--- src/design/nce_pkg.sv ---
package nce_pkg;

  // ---------------------------------------------------------------
  // opcodes
  // ---------------------------------------------------------------
  localparam logic [7:0] OP_ZERO_ACC    = 8'h00;
  localparam logic [7:0] OP_XOR         = 8'h02;
  localparam logic [7:0] OP_CPL_ADD_C   = 8'h10;
  localparam logic [7:0] OP_SET_CARRY   = 8'h22;
  localparam logic [7:0] OP_DIRECT_PFX  = 8'h23;
  localparam logic [7:0] OP_ADD_C_SKIP  = 8'h30;
  localparam logic [7:0] OP_ADD         = 8'h31;
  localparam logic [7:0] OP_CLR_CARRY   = 8'h32;
  localparam logic [7:0] OP_EXT_PFX     = 8'h33;
  localparam logic [7:0] OP_INVERT_ACC  = 8'h40;
  localparam logic [7:0] OP_IDLE        = 8'h44;
  localparam logic [7:0] OP_POP_RESUME  = 8'h48;
  localparam logic [7:0] OP_POP_SKIP    = 8'h49;
  localparam logic [7:0] OP_ADD_TEN     = 8'h4a;
  localparam logic [7:0] OP_LOAD_Q_IND  = 8'hbf;
  localparam logic [7:0] OP_IND_JUMP    = 8'hff;
  localparam logic [7:0] COPY_LATCH_2ND = 8'h3c;
  localparam logic [3:0] OP_ADD_IMM_HI  = 4'h5;
  localparam logic [5:0] LONG_JUMP_HI   = 6'b011000;
  localparam logic [5:0] LONG_CALL_HI   = 6'b011010;

  // ---------------------------------------------------------------
  // constants and reset values
  // ---------------------------------------------------------------
  localparam logic [3:0] TEN_VALUE      = 4'ha;
  localparam logic [3:0] CALL_PAGE_HI   = 4'h2;
  localparam logic [2:0] SUB_PAGES_HI   = 3'h1;
  localparam logic [9:0] PC_RESET       = 10'h000;
  localparam logic [9:0] INT_VECTOR     = 10'h0ff;
  localparam logic [3:0] ACC_RESET      = 4'h0;
  localparam logic [5:0] PTR_RESET      = 6'h00;
  localparam logic [7:0] LATCH_RESET    = 8'h00;
  localparam int         STACK_DEPTH    = 3;

  typedef struct packed {
    logic [9:0] pc;
    logic [3:0] acc;
    logic       carry;
  } nce_arch_t;

  typedef enum {
    S_FETCH,
    S_SECOND,
    S_SKIP2,
    S_IND,
    S_LATCH
  } nce_state_t;

endpackage

--- src/design/nce_core.sv ---
`timescale 1ns/10ps
module nce_core (
  // clock, reset, enable
  input  wire logic              i_mclk,
  input  wire logic              i_nrst,
  input  wire logic              i_ce,
  // program memory
  output logic [9:0]             o_rom_addr,
  input  wire logic [7:0]        i_rom_data,
  // data memory pointer
  output logic [5:0]             o_ram_addr,
  input  wire logic [3:0]        i_ram_data,
  input  wire logic              i_ptr_load,
  input  wire logic [5:0]        i_ptr_value,
  // interrupt
  input  wire logic              i_int_n,
  input  wire logic              i_int_enable,
  output logic                   o_int_en_clr,
  // state view
  output nce_pkg::nce_arch_t     o_arch,
  output logic [7:0]             o_l_latch,
  output logic                   o_skip
);

  // ---------------------------------------------------------------
  // storage
  // ---------------------------------------------------------------
  nce_pkg::nce_arch_t arch;
  nce_pkg::nce_state_t state;
  nce_pkg::nce_state_t next_state;
  logic [9:0]  ret_stack [0:nce_pkg::STACK_DEPTH-1];
  logic [9:0]  rom_addr;
  logic [5:0]  ptr;
  logic [7:0]  latch;
  logic [7:0]  first;
  logic        skip;
  logic        int_s1;
  logic        int_s2;
  logic        int_s3;
  logic        int_pend;
  logic        int_clr;

  logic [9:0]  next_pc;
  logic [9:0]  next_addr;
  logic [3:0]  next_acc;
  logic        next_carry;
  logic        next_skip;
  logic        next_latch_ld;
  logic [7:0]  next_latch;
  logic        push;
  logic        pop;
  logic [9:0]  push_val;

  logic [7:0]  op;
  logic [9:0]  pc_inc;
  logic [4:0]  sum_asc;
  logic [4:0]  sum_complement_add_carry_skip;
  logic [4:0]  sum_imm;
  logic [3:0]  sum_add;
  logic [3:0]  sum_ten;
  logic        take_int;
  logic        exec;

  function automatic logic is_two_byte(input logic [7:0] b);
    is_two_byte = (b == nce_pkg::OP_EXT_PFX) || (b == nce_pkg::OP_DIRECT_PFX) ||
                  (b[7:2] == nce_pkg::LONG_JUMP_HI) || (b[7:2] == nce_pkg::LONG_CALL_HI);
  endfunction

  assign op       = i_rom_data;
  assign pc_inc   = arch.pc + 10'h001;
  assign sum_asc  = {1'b0, arch.acc} + {1'b0, i_ram_data} + {4'h0, arch.carry};
  assign sum_complement_add_carry_skip = {1'b0, ~arch.acc} + {1'b0, i_ram_data} + {4'h0, arch.carry};
  assign sum_imm  = {1'b0, arch.acc} + {1'b0, op[3:0]};
  assign sum_add  = arch.acc + i_ram_data;
  assign sum_ten  = arch.acc + nce_pkg::TEN_VALUE;
  assign take_int = int_pend && i_int_enable && !skip && (state == nce_pkg::S_FETCH);
  assign exec     = i_ce && (state == nce_pkg::S_FETCH) && !skip && !take_int;

  assign o_arch       = arch;
  assign o_rom_addr   = rom_addr;
  assign o_ram_addr   = ptr;
  assign o_l_latch    = latch;
  assign o_skip       = skip;
  assign o_int_en_clr = int_clr;

  // ---------------------------------------------------------------
  // execution
  // ---------------------------------------------------------------
  always_comb begin
    next_state    = state;
    next_pc       = arch.pc;
    next_addr     = rom_addr;
    next_acc      = arch.acc;
    next_carry    = arch.carry;
    next_skip     = skip;
    next_latch_ld = 1'b0;
    next_latch    = latch;
    push          = 1'b0;
    pop           = 1'b0;
    push_val      = pc_inc;
    unique case (state)
      nce_pkg::S_FETCH: begin
        next_pc   = pc_inc;
        if (take_int) begin
          push     = 1'b1;
          push_val = arch.pc;
          next_pc  = nce_pkg::INT_VECTOR;
        end else if (skip) begin
          next_skip = 1'b0;
          if (is_two_byte(op)) begin
            next_state = nce_pkg::S_SKIP2;
          end
        end else if (is_two_byte(op)) begin
          next_state = nce_pkg::S_SECOND;
        end else if (op == nce_pkg::OP_IND_JUMP) begin
          next_pc    = arch.pc;
          next_state = nce_pkg::S_IND;
        end else if (op[7] && (op != nce_pkg::OP_LOAD_Q_IND)) begin
          if (arch.pc[9:7] == nce_pkg::SUB_PAGES_HI) begin
            next_pc = {arch.pc[9:7], op[6:0]};
          end else if (op[6]) begin
            next_pc = {arch.pc[9:6], op[5:0]};
          end else begin
            push    = 1'b1;
            next_pc = {nce_pkg::CALL_PAGE_HI, op[5:0]};
          end
        end else if (op[7:4] == nce_pkg::OP_ADD_IMM_HI) begin
          if (op[3:0] != 4'h0) begin
            next_acc  = sum_imm[3:0];
            next_skip = sum_imm[4];
          end
        end else begin
          unique case (op)
            nce_pkg::OP_ADD_C_SKIP: begin
              {next_carry, next_acc} = sum_asc;
              next_skip = sum_asc[4];
            end
            nce_pkg::OP_CPL_ADD_C: begin
              {next_carry, next_acc} = sum_complement_add_carry_skip;
              next_skip = sum_complement_add_carry_skip[4];
            end
            nce_pkg::OP_ADD:       next_acc = sum_add;
            nce_pkg::OP_ADD_TEN:   next_acc = sum_ten;
            nce_pkg::OP_ZERO_ACC:  next_acc = nce_pkg::ACC_RESET;
            nce_pkg::OP_INVERT_ACC: next_acc = ~arch.acc;
            nce_pkg::OP_XOR:       next_acc = arch.acc ^ i_ram_data;
            nce_pkg::OP_CLR_CARRY: next_carry = 1'b0;
            nce_pkg::OP_SET_CARRY: next_carry = 1'b1;
            nce_pkg::OP_POP_RESUME: begin
              pop     = 1'b1;
              next_pc = ret_stack[0];
            end
            nce_pkg::OP_POP_SKIP: begin
              pop       = 1'b1;
              next_pc   = ret_stack[0];
              next_skip = 1'b1;
            end
            default: ;
          endcase
        end
        next_addr = next_pc;
        if (next_state == nce_pkg::S_IND) begin
          next_addr = {arch.pc[9:8], arch.acc, i_ram_data};
        end
      end
      nce_pkg::S_SECOND: begin
        next_state = nce_pkg::S_FETCH;
        next_pc    = pc_inc;
        if (first[7:2] == nce_pkg::LONG_JUMP_HI) begin
          next_pc = {first[1:0], op};
        end else if (first[7:2] == nce_pkg::LONG_CALL_HI) begin
          push    = 1'b1;
          next_pc = {first[1:0], op};
        end else if ((first == nce_pkg::OP_EXT_PFX) && (op == nce_pkg::COPY_LATCH_2ND)) begin
          next_latch_ld = 1'b1;
          next_latch    = op;
          next_state    = nce_pkg::S_LATCH;
        end
        next_addr = next_pc;
      end
      nce_pkg::S_LATCH: begin
        next_latch_ld = 1'b1;
        next_latch    = {arch.acc, i_ram_data};
        next_state    = nce_pkg::S_FETCH;
      end
      nce_pkg::S_IND: begin
        next_pc    = {arch.pc[9:8], op};
        next_addr  = next_pc;
        next_state = nce_pkg::S_FETCH;
      end
      nce_pkg::S_SKIP2: begin
        next_pc    = pc_inc;
        next_addr  = pc_inc;
        next_state = nce_pkg::S_FETCH;
      end
    endcase
  end

  always_ff @(posedge i_mclk or negedge i_nrst) begin
    if (!i_nrst) begin
      arch     <= '{pc: nce_pkg::PC_RESET, acc: nce_pkg::ACC_RESET, carry: 1'b0};
      rom_addr <= nce_pkg::PC_RESET;
      state    <= nce_pkg::S_FETCH;
      skip     <= 1'b0;
      first    <= 8'h00;
    end else if (i_ce) begin
      arch     <= '{pc: next_pc, acc: next_acc, carry: next_carry};
      rom_addr <= next_addr;
      state    <= next_state;
      skip     <= next_skip;
      first    <= op;
    end
  end

  // ---------------------------------------------------------------
  // return stack, ram pointer, output latch
  // ---------------------------------------------------------------
  always_ff @(posedge i_mclk or negedge i_nrst) begin
    if (!i_nrst) begin
      for (int i = 0; i < nce_pkg::STACK_DEPTH; i++) begin
        ret_stack[i] <= nce_pkg::PC_RESET;
      end
    end else if (i_ce && push) begin
      ret_stack[0] <= push_val;
      for (int i = 1; i < nce_pkg::STACK_DEPTH; i++) begin
        ret_stack[i] <= ret_stack[i-1];
      end
    end else if (i_ce && pop) begin
      for (int i = 0; i < nce_pkg::STACK_DEPTH - 1; i++) begin
        ret_stack[i] <= ret_stack[i+1];
      end
    end
  end

  always_ff @(posedge i_mclk or negedge i_nrst) begin
    if (!i_nrst) begin
      ptr   <= nce_pkg::PTR_RESET;
      latch <= nce_pkg::LATCH_RESET;
    end else if (i_ce) begin
      if (i_ptr_load) begin
        ptr <= i_ptr_value;
      end
      if (next_latch_ld) begin
        latch <= next_latch;
      end
    end
  end

  // ---------------------------------------------------------------
  // interrupt pin
  // ---------------------------------------------------------------
  always_ff @(posedge i_mclk or negedge i_nrst) begin
    if (!i_nrst) begin
      int_s1   <= 1'b1;
      int_s2   <= 1'b1;
      int_s3   <= 1'b1;
      int_pend <= 1'b0;
      int_clr  <= 1'b0;
    end else if (i_ce) begin
      int_s1  <= i_int_n;
      int_s2  <= int_s1;
      int_s3  <= int_s2;
      int_clr <= take_int;
      // a new falling edge beats the acknowledge
      if (int_s3 && !int_s2) begin
        int_pend <= 1'b1;
      end else if (take_int) begin
        int_pend <= 1'b0;
      end
    end
  end
endmodule

--- config.mk ---
export PLATFORM = sky130hd
export DESIGN_NAME = nce_core
export DESIGN_NICKNAME = d
export VERILOG_FILES = /design/src/design/nce_pkg.sv /design/src/design/nce_core.sv
export SDC_FILE = /design/constraint.sdc
export NUM_CORES = 1
export LEC_CHECK = 0
export ABC_AREA = 1
export BUFFER_PORTS_ARGS = -buffer_cell sky130_fd_sc_hd__buf_2
export CAP_MARGIN = 20
export CORE_ASPECT_RATIO = 1.1
export CORE_MARGIN = 10
export CORE_UTILIZATION = 45
export CTS_CLUSTER_SIZE = 20
export DETAILED_ROUTE_END_ITERATION = 12
export HOLD_SLACK_MARGIN = 0.15
export PLACE_DENSITY = 0.7
export SLEW_MARGIN = 20
export SYNTH_ARGS = -nofsm -noshare
export SYNTH_HDL_FRONTEND = slang
export SYNTH_SLANG_ARGS = --single-unit
--- constraint.sdc ---
create_clock -name i_mclk -period 2.35 [get_ports i_mclk]
set_clock_uncertainty 0.1 [all_clocks]
set_input_delay 0.1175 -clock i_mclk [delete_from_list [all_inputs] [get_ports i_mclk]]
set_output_delay 0.1175 -clock i_mclk [all_outputs]
set_load 0.02 [all_outputs]
==> results by group, run 1 <==
Outcome
  • Status: finished clean

Clocking
  • Clk slew on worst S/H paths: 0.06 ns
  • H-tree Lvls: 4
  • CTS tree: yes
  • CTS Buffer Depth: 2
  • Root Buffer: clkbuf_16
  • Worst-Skew Late Latency: 0.43 ns
  • TritonCTS Sinks: 115
  • Number of CTS-inserted buffers: 17

Power and ir drop
  • Leak: 4.48 nW
  • PD cells: 623 mW/mm^2
  • Max VDD drop: 0.517 mV
  • Total power: 5.55 mW

Floorplan
  • Cell Rows: 48
  • I/O pin count: 65
  • Die width: 142 um
  • Starting density of the core: 46.2%
  • Total core area: 0.0159 mm^2
  • Height of the die: 154 um
  • Die area: 0.0218 mm^2

Logic synthesis
  • Sequential fraction of the synthesis area: 39.3%
  • Mapped Nets: 1,027
  • Yosys cell types: 55
  • Asr flop ratio synth: 100%
  • Synth Flop Type: dfrtp_1
  • Synthesized flop and latch total: 115
  • Synth Area per Inst: 7.46 um^2
  • Mapped Cells: 983
  • Synth Warn #: 0
  • EDFF count, synth: 0
  • Netlist Area Pre-Place: 0.00733 mm^2

Global route
  • Vias in the first global route: 6,680
  • Met1 Use GR: 26.8%
  • Met2 GRT Util: 30.1%
  • Initial antenna violation count: 0
  • Pin count of the biggest net entering global routing: 65
  • First-pass GRT wire length: 34.9 mm
  • M3 GR Usage: 4.53%
  • Gr usage total: 19.7%
  • Grt ovf: 0
  • Busiest grt layer: met2

Timing
  • RSZ-0062 raised after global routing: true
  • Setup ws final: 0.144 ns
  • Max frequency: 453 MHz
  • Max-slew headroom: 62.1%
  • Final period util: 93.9%
  • Slew Limit Fails: 0
  • Least-Margin Pin Slew: 0.568 ns
  • Final Hold Viols: 0
  • Setup violations, final: 0
  • Fin crit period: 2.21 ns
  • Final hold slack: 0.166 ns

Setup path
  • Setup slack, reg-to-reg: 0.14 ns
  • WS Path Type: reg2reg
  • CP arrival: 2.47 ns
  • Startpoint types: flip-flop
  • Crit-path max FO: 6
  • Worst path max stage delay: 0.42 ns
  • Crit-path cells: inv_1 -> fa_2 -> fa_1 -> nor3_1 -> a211oi_1 -> inv_1 -> nand3_1 -> o2111ai_1 -> nand3_1 -> nand2_1
  • FF-to-FF End: o_skip
  • Cells on worst reg2reg path: 10
  • Reg-to-Reg Start: o_arch[1]
  • Crit-path slowest cell: dfrtp_2
  • WP data required: 2.61 ns
  • Crit end category: flip-flop

Detailed routing
  • Detailed Route WL: 21.3 mm
  • Number of detailed-route iterations in the first pass: 5
  • Vias per cell: 5.30
  • Vias: 6,996
  • Residual DRC: 0
  • ANT nets after route: 0
  • 1st-iter DRT viols: 807
  • Wirelength per Cell: 16.1 um

Cells and area
  • Antenna Cells: 0
  • Most frequent cells in the layout: 244 x nand2_1, 124 x nor2_1, 110 x dfrtp_1
  • # nets final: 1,150
  • Share of layout cells above drive strength 1: 20.9%
  • Post-route insts no fill: 1,319
  • Commonest non-fill, non-tap cell in the layout: nand2_1
  • Area delta synth->final: 21.6%

Job
  • Max Cap Viol: 0

Placed design
  • GPL Wtd Cong: 0.983
  • Detail Placement HPWL: 15.6 mm
  • Number of port buffers: 64
  • Worst slack, placed: 0.0500 ns
  • Dpl cells: 1,253

Min path
  • HP Class: in2async
per-layer routing:
layer	up-vias	part of all wire (%)
li1	3412	-
met1	3302	45
met2	251	46
met3	31	6.7
met4	0	1.9
met5	-	0
how the worst max path moves through the flow:
stage               from        end  slack (ns)
3_3_place_gp   o_arch[1]     o_skip        0.05
5_1_grt        o_arch[1]     o_skip       -0.01
2_1_floorplan  o_arch[3]  o_arch[4]        0.10
6_report       o_arch[1]     o_skip        0.14
3_5_place_dp   o_arch[1]     o_skip        0.05
4_1_cts        o_arch[1]     o_skip        0.04
sequential cells by signal, indices dropped and copies added, names as in the netlist, 6 cells and up:
name and cells:
first 8, o_rom_addr 10, ret_stack 30, state 32
o_ram_addr 6, o_l_latch 8, o_arch 15
critical path: cells and delay by family (launching register included):
family	cells	cell delay, ns
simple gates	4	0.45
fa+ha+maj	2	0.79
flops	1	0.42
compound gates	2	0.17
buf+inv	2	0.20
area by class of cell:
class	instances	area, um^2
inverter	123	465
fill	1461	6940
clock inverter	13	128
sequential	115	2880
multi-input combinational	718	3840
timing repair buffer	131	903
tap	200	250
clock buffer	19	443
synthesized netlist by cell type (12+ instances only):
| cell type | number | area, um^2 |
|---|---|---|
| nand2_1 | 244 | 916 |
| nor2_1 | 124 | 465 |
| dfrtp_1 | 112 | 2800 |
| inv_1 | 108 | 405 |
| nand3_1 | 86 | 430 |
| o21ai_0 | 60 | 300 |
| a21oi_1 | 38 | 190 |
| nand4_1 | 21 | 131 |
| nor2_2 | 19 | 119 |
| ha_1 | 14 | 175 |
| inv_2 | 14 | 52.6 |
| nand2_2 | 12 | 75.1 |
per-stage QoR:
stage	TNS, ns	area [um^2]	util (%)
2_1_floorplan	0	7330	-
3_5_place_dp	0	8000	50.4
6_report	0	8910	56.2
4_1_cts	0	8840	55.7
3_3_place_gp	0	8000	50.4
5_1_grt	-0.0271	8910	56.2
where the power goes:
group / leakage, nW / internal (mW) / switching [mW]
Sequential: 1.48 / 2.17 / 0.114
Combinational: 2.73 / 0.298 / 0.467
Clock: 0.276 / 1.50 / 1.00
Total: 4.48 / 3.97 / 1.58
repair_timing:
action,CTS,global route
setup buffers,0,7
endpoints found under the hold margin,141,0
resized for setup,0,13
setup endpoints to repair,0,19
hold buffers,27,0
kinds of logic after synthesis:
logic type	after synthesis	share of synthesized area, %
adders and majority gates	20	4.03
buffers and inverters	150	8.57
and+or+nand+nor	549	35.4
DFF	115	39.3
xor gates and xnor gates	8	0.956
AOI/OAI and AO/OA	134	10.7
muxes	7	1.06
(Power assumes the default switching activity.)
==> run 2: changes to the inputs <==
--- a/config.mk
+++ b/config.mk
@@ -5,7 +5,6 @@
 export SDC_FILE = /design/constraint.sdc
 export NUM_CORES = 1
 export LEC_CHECK = 0
-export ABC_AREA = 1
 export BUFFER_PORTS_ARGS = -buffer_cell sky130_fd_sc_hd__buf_2
 export CAP_MARGIN = 20
 export CORE_ASPECT_RATIO = 1.1
==> results by group, run 2 <==
Outcome
  • Status: finished with violations (was finished clean)
  • Failing checks: negative setup slack

Timing
  • Final hold slack: 0.148 ns (was 0.166 ns)
  • Final Hold Viols: 0 (unchanged)
  • RSZ-0062 raised after global routing: true (unchanged)
  • Max frequency: 415 MHz (was 453 MHz)
  • Setup ws final: -0.0585 ns (was 0.144 ns)
  • Fin crit period: 2.41 ns (was 2.21 ns)
  • Final period util: 102% (was 93.9%)
  • Max-slew headroom: 60.9% (was 62.1%)
  • Least-Margin Pin Slew: 0.582 ns (was 0.568 ns)
  • Slew Limit Fails: 0 (unchanged)
  • Setup violations, final: 26 (was 0)

Detailed routing
  • 1st-iter DRT viols: 598 (was 807)
  • Residual DRC: 0 (unchanged)
  • Vias per cell: 5.86 (was 5.30)
  • Detailed Route WL: 23.2 mm (was 21.3 mm)
  • Number of detailed-route iterations in the first pass: 5 (unchanged)
  • Vias: 6,667 (was 6,996)
  • ANT nets after route: 0 (unchanged)
  • Wirelength per Cell: 20.4 um (was 16.1 um)

Cells and area
  • Antenna Cells: 0 (unchanged)
  • Share of layout cells above drive strength 1: 36.6% (was 20.9%)
  • # nets final: 969 (was 1,150)
  • Commonest non-fill, non-tap cell in the layout: dfrtp_1 (was nand2_1)
  • Final instance area: 0.00996 mm^2 (was 0.00891 mm^2)
  • FILL cells: 1,269 (was 1,461)
  • Area delta synth->final: 38.7% (was 21.6%)
  • Max FFs per register: 32 (unchanged)
  • Register with the most flip-flops: state (unchanged)
  • Most frequent cells in the layout: 109 x dfrtp_1, 103 x buf_4, 63 x buf_2 (was 244 x nand2_1, 124 x nor2_1, 110 x dfrtp_1)

Clocking
  • Number of CTS-inserted buffers: 17 (unchanged)
  • Root Buffer: clkbuf_16 (unchanged)
  • CTS Buffer Depth: 2 (unchanged)
  • Clk slew on worst S/H paths: 0.06 ns (about the same)
  • CTS tree: yes (unchanged)
  • Worst-Skew Late Latency: 0.42 ns (was 0.43 ns)
  • TritonCTS Sinks: 115 (unchanged)
  • H-tree Lvls: 4 (unchanged)

Logic synthesis
  • Most frequent cell after synthesis: dfrtp_1 (was nand2_1)
  • Area share of the largest cell type after synthesis: 39.0% (was 38.2%)
  • Yosys cell types: 87 (was 55)
  • Netlist Area Pre-Place: 0.00719 mm^2 (was 0.00733 mm^2)
  • Asr flop ratio synth: 100% (unchanged)
  • Mapped Nets: 784 (was 1,027)
  • Sequential fraction of the synthesis area: 40.1% (was 39.3%)
  • Synth Area per Inst: 9.71 um^2 (was 7.46 um^2)
  • Synth Flop Type: dfrtp_1 (unchanged)
  • Mapped Cells: 740 (was 983)
  • Commonest cells post-synth: 112 x dfrtp_1, 59 x nor2_1, 52 x nand2_1, 42 x a21oi_1, 36 x o21ai_0 (was 244 x nand2_1, 124 x nor2_1, 112 x dfrtp_1, 108 x inv_1, 86 x nand3_1)
  • Synth Warn #: 0 (unchanged)
  • EDFF count, synth: 0 (unchanged)
  • Post-synth top area cell: dfrtp_1 (unchanged)
  • Synth top area cells: dfrtp_1 39%, mux2i_1 4.9%, mux2_2 4.5% (was dfrtp_1 38%, nand2_1 12%, nor2_1 6.4%)
  • Synthesized flop and latch total: 115 (unchanged)

Placed design
  • Number of port buffers: 64 (unchanged)
  • DP Area: 0.00843 mm^2 (was 0.00800 mm^2)
  • GPL Wtd Cong: 0.993 (was 0.983)
  • Detail Placement HPWL: 16.2 mm (was 15.6 mm)

Power and ir drop
  • Leak: 4.28 nW (was 4.48 nW)
  • Max VDD drop: 0.567 mV (was 0.517 mV)
  • PD cells: 1070 mW/mm^2 (was 623 mW/mm^2)
  • Total power: 10.7 mW (was 5.55 mW)

Setup path
  • CP arrival: 2.67 ns (was 2.47 ns)
  • Worst path max stage delay: 0.63 ns (was 0.42 ns)
  • Crit-path max FO: 6 (unchanged)
  • WP data required: 2.61 ns (about the same)
  • Crit end category: flip-flop (unchanged)
  • Crit-path cells: nor4_4 -> nand4_4 -> or4_4 -> a21o_4 -> a211oi_2 -> o22a_1 (was inv_1 -> fa_2 -> fa_1 -> nor3_1 -> a211oi_1 -> inv_1 -> nand3_1 -> o2111ai_1 -> nand3_1 -> nand2_1)
  • Startpoint types: flip-flop (unchanged)
  • WS Path Type: reg2reg (unchanged)
  • Crit-path slowest cell: or4_4 (was dfrtp_2)

Floorplan
  • Total core area: 0.0157 mm^2 (was 0.0159 mm^2)
  • Die width: 140 um (was 142 um)
  • Die area: 0.0214 mm^2 (was 0.0218 mm^2)
  • Starting density of the core: 45.8% (was 46.2%)
  • I/O pin count: 65 (unchanged)
  • Cell Rows: 48 (unchanged)
  • Height of the die: 153 um (was 154 um)

Global route
  • Gr usage total: 20.8% (was 19.7%)
  • Grt ovf: 0 (unchanged)
  • Pin count of the biggest net entering global routing: 74 (was 65)
  • First-pass GRT wire length: 36.1 mm (was 34.9 mm)
  • Initial antenna violation count: 0 (unchanged)
  • Vias in the first global route: 6,778 (was 6,680)

Job
  • Max Cap Viol: 0 (unchanged)

Min path
  • HP Class: in2async (unchanged)
==> run 2: worst max-delay path, delay by kind of cell (launching register included) <==
kind,cells,cell delay [ns]
AO/OA/AOI/OAI,3,0.62
AND/OR/NAND/NOR,3,1.21
flip-flops,1,0.41
==> run 2: cell families (layout without fill, tap and decap cells) <==
family | Yosys count | in the layout | synth area share [%]
compound gates | 186 | 186 | 17.8
xor+xnor | 16 | 16 | 1.95
fa+ha+maj | 20 | 20 | 4.11
buf+inv | 74 | 272 | 4.58
flops | 115 | 115 | 40.1
mux | 64 | 64 | 9.42
simple gates | 265 | 265 | 22.0
==> run 2: metrics by stage <==
step | TNS (ns) | worst slack (ns) | std cells | util [%]
3_5_place_dp | -0.0932 | -0.0350 | 1060 | 53.8
3_3_place_gp | 0 | 0.00101 | 1060 | 53.8
6_report | -0.708 | -0.0585 | 1138 | 63.6
2_1_floorplan | 0 | 0.00164 | 740 | -
5_1_grt | -8.59 | -0.188 | 1138 | 63.6
4_1_cts | -0.0599 | -0.0426 | 1122 | 59.9
==> run 2: layout make-up <==
cell class / count / area (um^2) / share of cell area [%]
repair buffers: 213 / 1700 / 17.1
inverters: 27 / 101 / 1.02
clock buffers: 19 / 453 / 4.55
well taps: 200 / 250 / 2.51
flip-flops and latches: 115 / 2890 / 29.0
multi-input cells: 551 / 4370 / 43.8
clock inverters: 13 / 205 / 2.06
==> run 2: what timing repair did <==
item                                    4_1_cts  5_1_grt
pin swaps                                     6       22
endpoints found under the setup margin       24       92
resized for setup                             5       86
buffers inserted                              4       10
gates cloned                                  0        7
hold buffers                                 26        0
endpoints found under the hold margin       138        0
==> run 2: worst paths after layout <==
kind	from	to	slack, ns	cells after the start
setup / recovery	state[23]	o_rom_addr[5]	-0.06	6
setup reg to reg	state[23]	o_rom_addr[5]	-0.06	6
max in group asynchronous	i_nrst	o_arch[2]	1.45	3
hold reg to reg	o_l_latch[0]	o_l_latch[0]	0.38	2
hold / removal	i_nrst	ret_stack[4]	0.15	3
min in group i_mclk	i_rom_data[3]	first[3]	0.20	3
==> run 2: where the power goes <==
group	leakage, nW	internal, mW	switching (mW)
sequential	1.39	2.56	0.464
combinational	2.57	2.10	2.70
clock	0.315	1.93	0.946
total	4.28	6.59	4.11
==> run 2: per-layer routing <==
layer	vias up	track usage [%]	wire, um
met4	0	9.79	802
met3	54	5.89	1610
li1	3108	-	-
met2	262	33.3	11300
met5	-	0	0
met1	3243	25.2	9470
==> run 3: changes to the inputs <==
--- a/config.mk
+++ b/config.mk
@@ -5,15 +5,15 @@
 export SDC_FILE = /design/constraint.sdc
 export NUM_CORES = 1
 export LEC_CHECK = 0
-export BUFFER_PORTS_ARGS = -buffer_cell sky130_fd_sc_hd__buf_2
 export CAP_MARGIN = 20
 export CORE_ASPECT_RATIO = 1.1
 export CORE_MARGIN = 10
 export CORE_UTILIZATION = 45
 export CTS_CLUSTER_SIZE = 20
 export DETAILED_ROUTE_END_ITERATION = 12
+export DONT_BUFFER_PORTS = 1
 export HOLD_SLACK_MARGIN = 0.15
-export PLACE_DENSITY = 0.7
+export PLACE_DENSITY = 0.67
 export SLEW_MARGIN = 20
 export SYNTH_ARGS = -nofsm -noshare
 export SYNTH_HDL_FRONTEND = slang
==> results by group, run 3 (synthesis results as in run 2) <==
Timing
  • RSZ-0062 raised after global routing: true (unchanged)
  • Setup ws final: -0.0373 ns (was -0.0585 ns)
  • Final hold slack: -0.710 ns (was 0.148 ns)
  • Fin crit period: 2.39 ns (was 2.41 ns)
  • Least-Margin Pin Slew: 0.729 ns (was 0.582 ns)
  • Final period util: 102% (about the same)
  • Max frequency: 419 MHz (was 415 MHz)
  • Setup violations, final: 6 (was 26)
  • Max-slew headroom: 51.0% (was 60.9%)
  • Setup TNS: -0.139 ns (was -0.708 ns)
  • Slew Limit Fails: 0 (unchanged)
  • Final Hold Viols: 115 (was 0)

Clocking
  • Number of CTS-inserted buffers: 17 (unchanged)
  • Post-CTS Hold Buffers: 36 (was 26)
  • CTS tree: yes (unchanged)
  • Worst-Skew Late Latency: 0.43 ns (was 0.42 ns)
  • H-tree Lvls: 4 (unchanged)
  • Clk slew on worst S/H paths: 0.06 ns (about the same)
  • Root Buffer: clkbuf_16 (unchanged)
  • TritonCTS Sinks: 115 (unchanged)
  • CTS Buffer Depth: 2 (unchanged)

Cells and area
  • Final instance area: 0.00951 mm^2 (was 0.00996 mm^2)
  • Commonest non-fill, non-tap cell in the layout: dfrtp_1 (unchanged)
  • Share of layout cells above drive strength 1: 28.8% (was 36.6%)
  • Most frequent cells in the layout: 109 x dfrtp_1, 76 x buf_4, 58 x nor2_1 (was 109 x dfrtp_1, 103 x buf_4, 63 x buf_2)
  • # nets final: 886 (was 969)
  • Area delta synth->final: 32.3% (was 38.7%)
  • Max FFs per register: 32 (unchanged)
  • Area occupied by multi-input gates: 0.00434 mm^2 (was 0.00437 mm^2)
  • FILL cells: 1,271 (was 1,269)
  • Antenna Cells: 0 (unchanged)
  • Register area: 0.00289 mm^2 (unchanged)
  • Register with the most flip-flops: state (unchanged)

Detailed routing
  • 1st-iter DRT viols: 616 (was 598)
  • Vias per cell: 6.36 (was 5.86)
  • ANT nets after route: 0 (unchanged)
  • Residual DRC: 0 (unchanged)
  • Vias: 6,715 (was 6,667)
  • Wirelength per Cell: 23.3 um (was 20.4 um)
  • Number of detailed-route iterations in the first pass: 5 (unchanged)
  • Detailed Route WL: 24.6 mm (was 23.2 mm)

Global route
  • Grt ovf: 0 (unchanged)
  • First-pass GRT wire length: 37.2 mm (was 36.1 mm)
  • Pin count of the biggest net entering global routing: 116 (was 74)
  • Gr usage total: 21.8% (was 20.8%)
  • Vias in the first global route: 6,673 (was 6,778)
  • Initial antenna violation count: 0 (unchanged)

Placed design
  • GPL Wtd Cong: 0.954 (was 0.993)
  • DP Area: 0.00793 mm^2 (was 0.00843 mm^2)
  • Detail Placement HPWL: 16.0 mm (was 16.2 mm)
  • Number of port buffers: 0 (was 64)

Setup path
  • Crit path from: state[6] (was state[23])
  • FF-to-FF End: o_rom_addr[0] (was o_rom_addr[5])
  • Crit end category: flip-flop (unchanged)
  • CP arrival: 2.59 ns (was 2.67 ns)
  • Cells on worst reg2reg path: 6 (unchanged)
  • Crit-path max FO: 5 (was 6)
  • WS Path Type: reg2reg (unchanged)
  • Setup slack, reg-to-reg: -0.04 ns (was -0.06 ns)
  • Startpoint types: flip-flop (unchanged)
  • WP data required: 2.55 ns (was 2.61 ns)
  • Reg-to-Reg Start: state[6] (was state[23])
  • End point of the critical path: o_rom_addr[0] (was o_rom_addr[5])

Power and ir drop
  • Leak: 3.93 nW (was 4.28 nW)
  • PD cells: 1100 mW/mm^2 (was 1070 mW/mm^2)
  • Max VDD drop: 0.563 mV (was 0.567 mV)

Floorplan
  • Starting density of the core: 45.8% (unchanged)
  • I/O pin count: 65 (unchanged)
  • Cell Rows: 48 (unchanged)
  • Die width: 140 um (unchanged)
  • Die area: 0.0214 mm^2 (unchanged)
  • Total core area: 0.0157 mm^2 (unchanged)
  • Height of the die: 153 um (unchanged)

Min path
  • HP Class: in2async (unchanged)

Outcome
  • Status: finished with violations (unchanged)
  • Failing checks: negative hold slack, negative setup slack (was negative setup slack)

Job
  • Max Cap Viol: 0 (unchanged)
## run 3: repair_timing
item	CTS	global route
setup endpoints to repair	22	90
gates cloned	0	7
gates resized for setup	13	65
endpoints found under the hold margin	170	115
pin swaps	6	24
setup buffers	1	6
## run 3: area by class of cell
type                    count  share of cell area (%)
multi-input cells         551                    45.7
well taps                 200                    2.63
clock inverters            12                    2.12
inverters                  27                    1.09
clock buffers              20                    4.91
repair buffers            130                    13.2
flip-flops and latches    115                    30.4
## run 3: how the worst min path moves through the flow
| stage | from | end | slack (ns) | depth (start not counted) |
|---|---|---|---|---|
| detailed placement | i_nrst | o_ram_addr[0] | -0.27 | 0 |
| global route | i_nrst | o_ram_addr[3] | -0.73 | 0 |
| CTS | i_nrst | o_arch[12] | -0.73 | 0 |
| finish | i_nrst | o_ram_addr[3] | -0.71 | 0 |
| floorplan | i_nrst | first[0] | -0.28 | 0 |
| global placement | i_nrst | o_ram_addr[1] | -0.27 | 0 |
## run 3: per-layer routing
layer	GRT usage [%]	share of wire, %
met1	25.7	39
met2	35.0	48
met3	7.11	9.2
met4	9.99	3.6
met5	0	0
## run 3: power by group
part	total, mW	switching, mW	internal [mW]	leakage [nW]
logic	4.33	2.39	1.94	2.22
clock network	2.93	0.960	1.97	0.323
registers	3.24	0.684	2.56	1.39
total	10.5	4.04	6.46	3.93
## run 3: worst max-delay path, stage by stage (launching register included)
cell and delay (ns):
dfrtp_1 0.41, nor4_4 0.39, nand4_4 0.19, or4_4 0.63
a21o_4 0.25, mux2i_1 0.20, o22ai_1 0.09
## run 3: metrics by stage
stage	utilization [%]	std cells	total power [mW]	hold WS [ns]	setup slack, ns
4_1_cts	57.5	1042	10.1	-0.727	-0.0636
6_report	60.6	1055	10.5	-0.710	-0.0373
5_1_grt	60.6	1055	11.0	-0.728	-0.159
3_5_place_dp	50.6	973	7.00	-0.271	-0.0589
2_1_floorplan	-	740	5.60	-0.278	0.00164
3_3_place_gp	50.6	973	6.90	-0.271	-0.0234
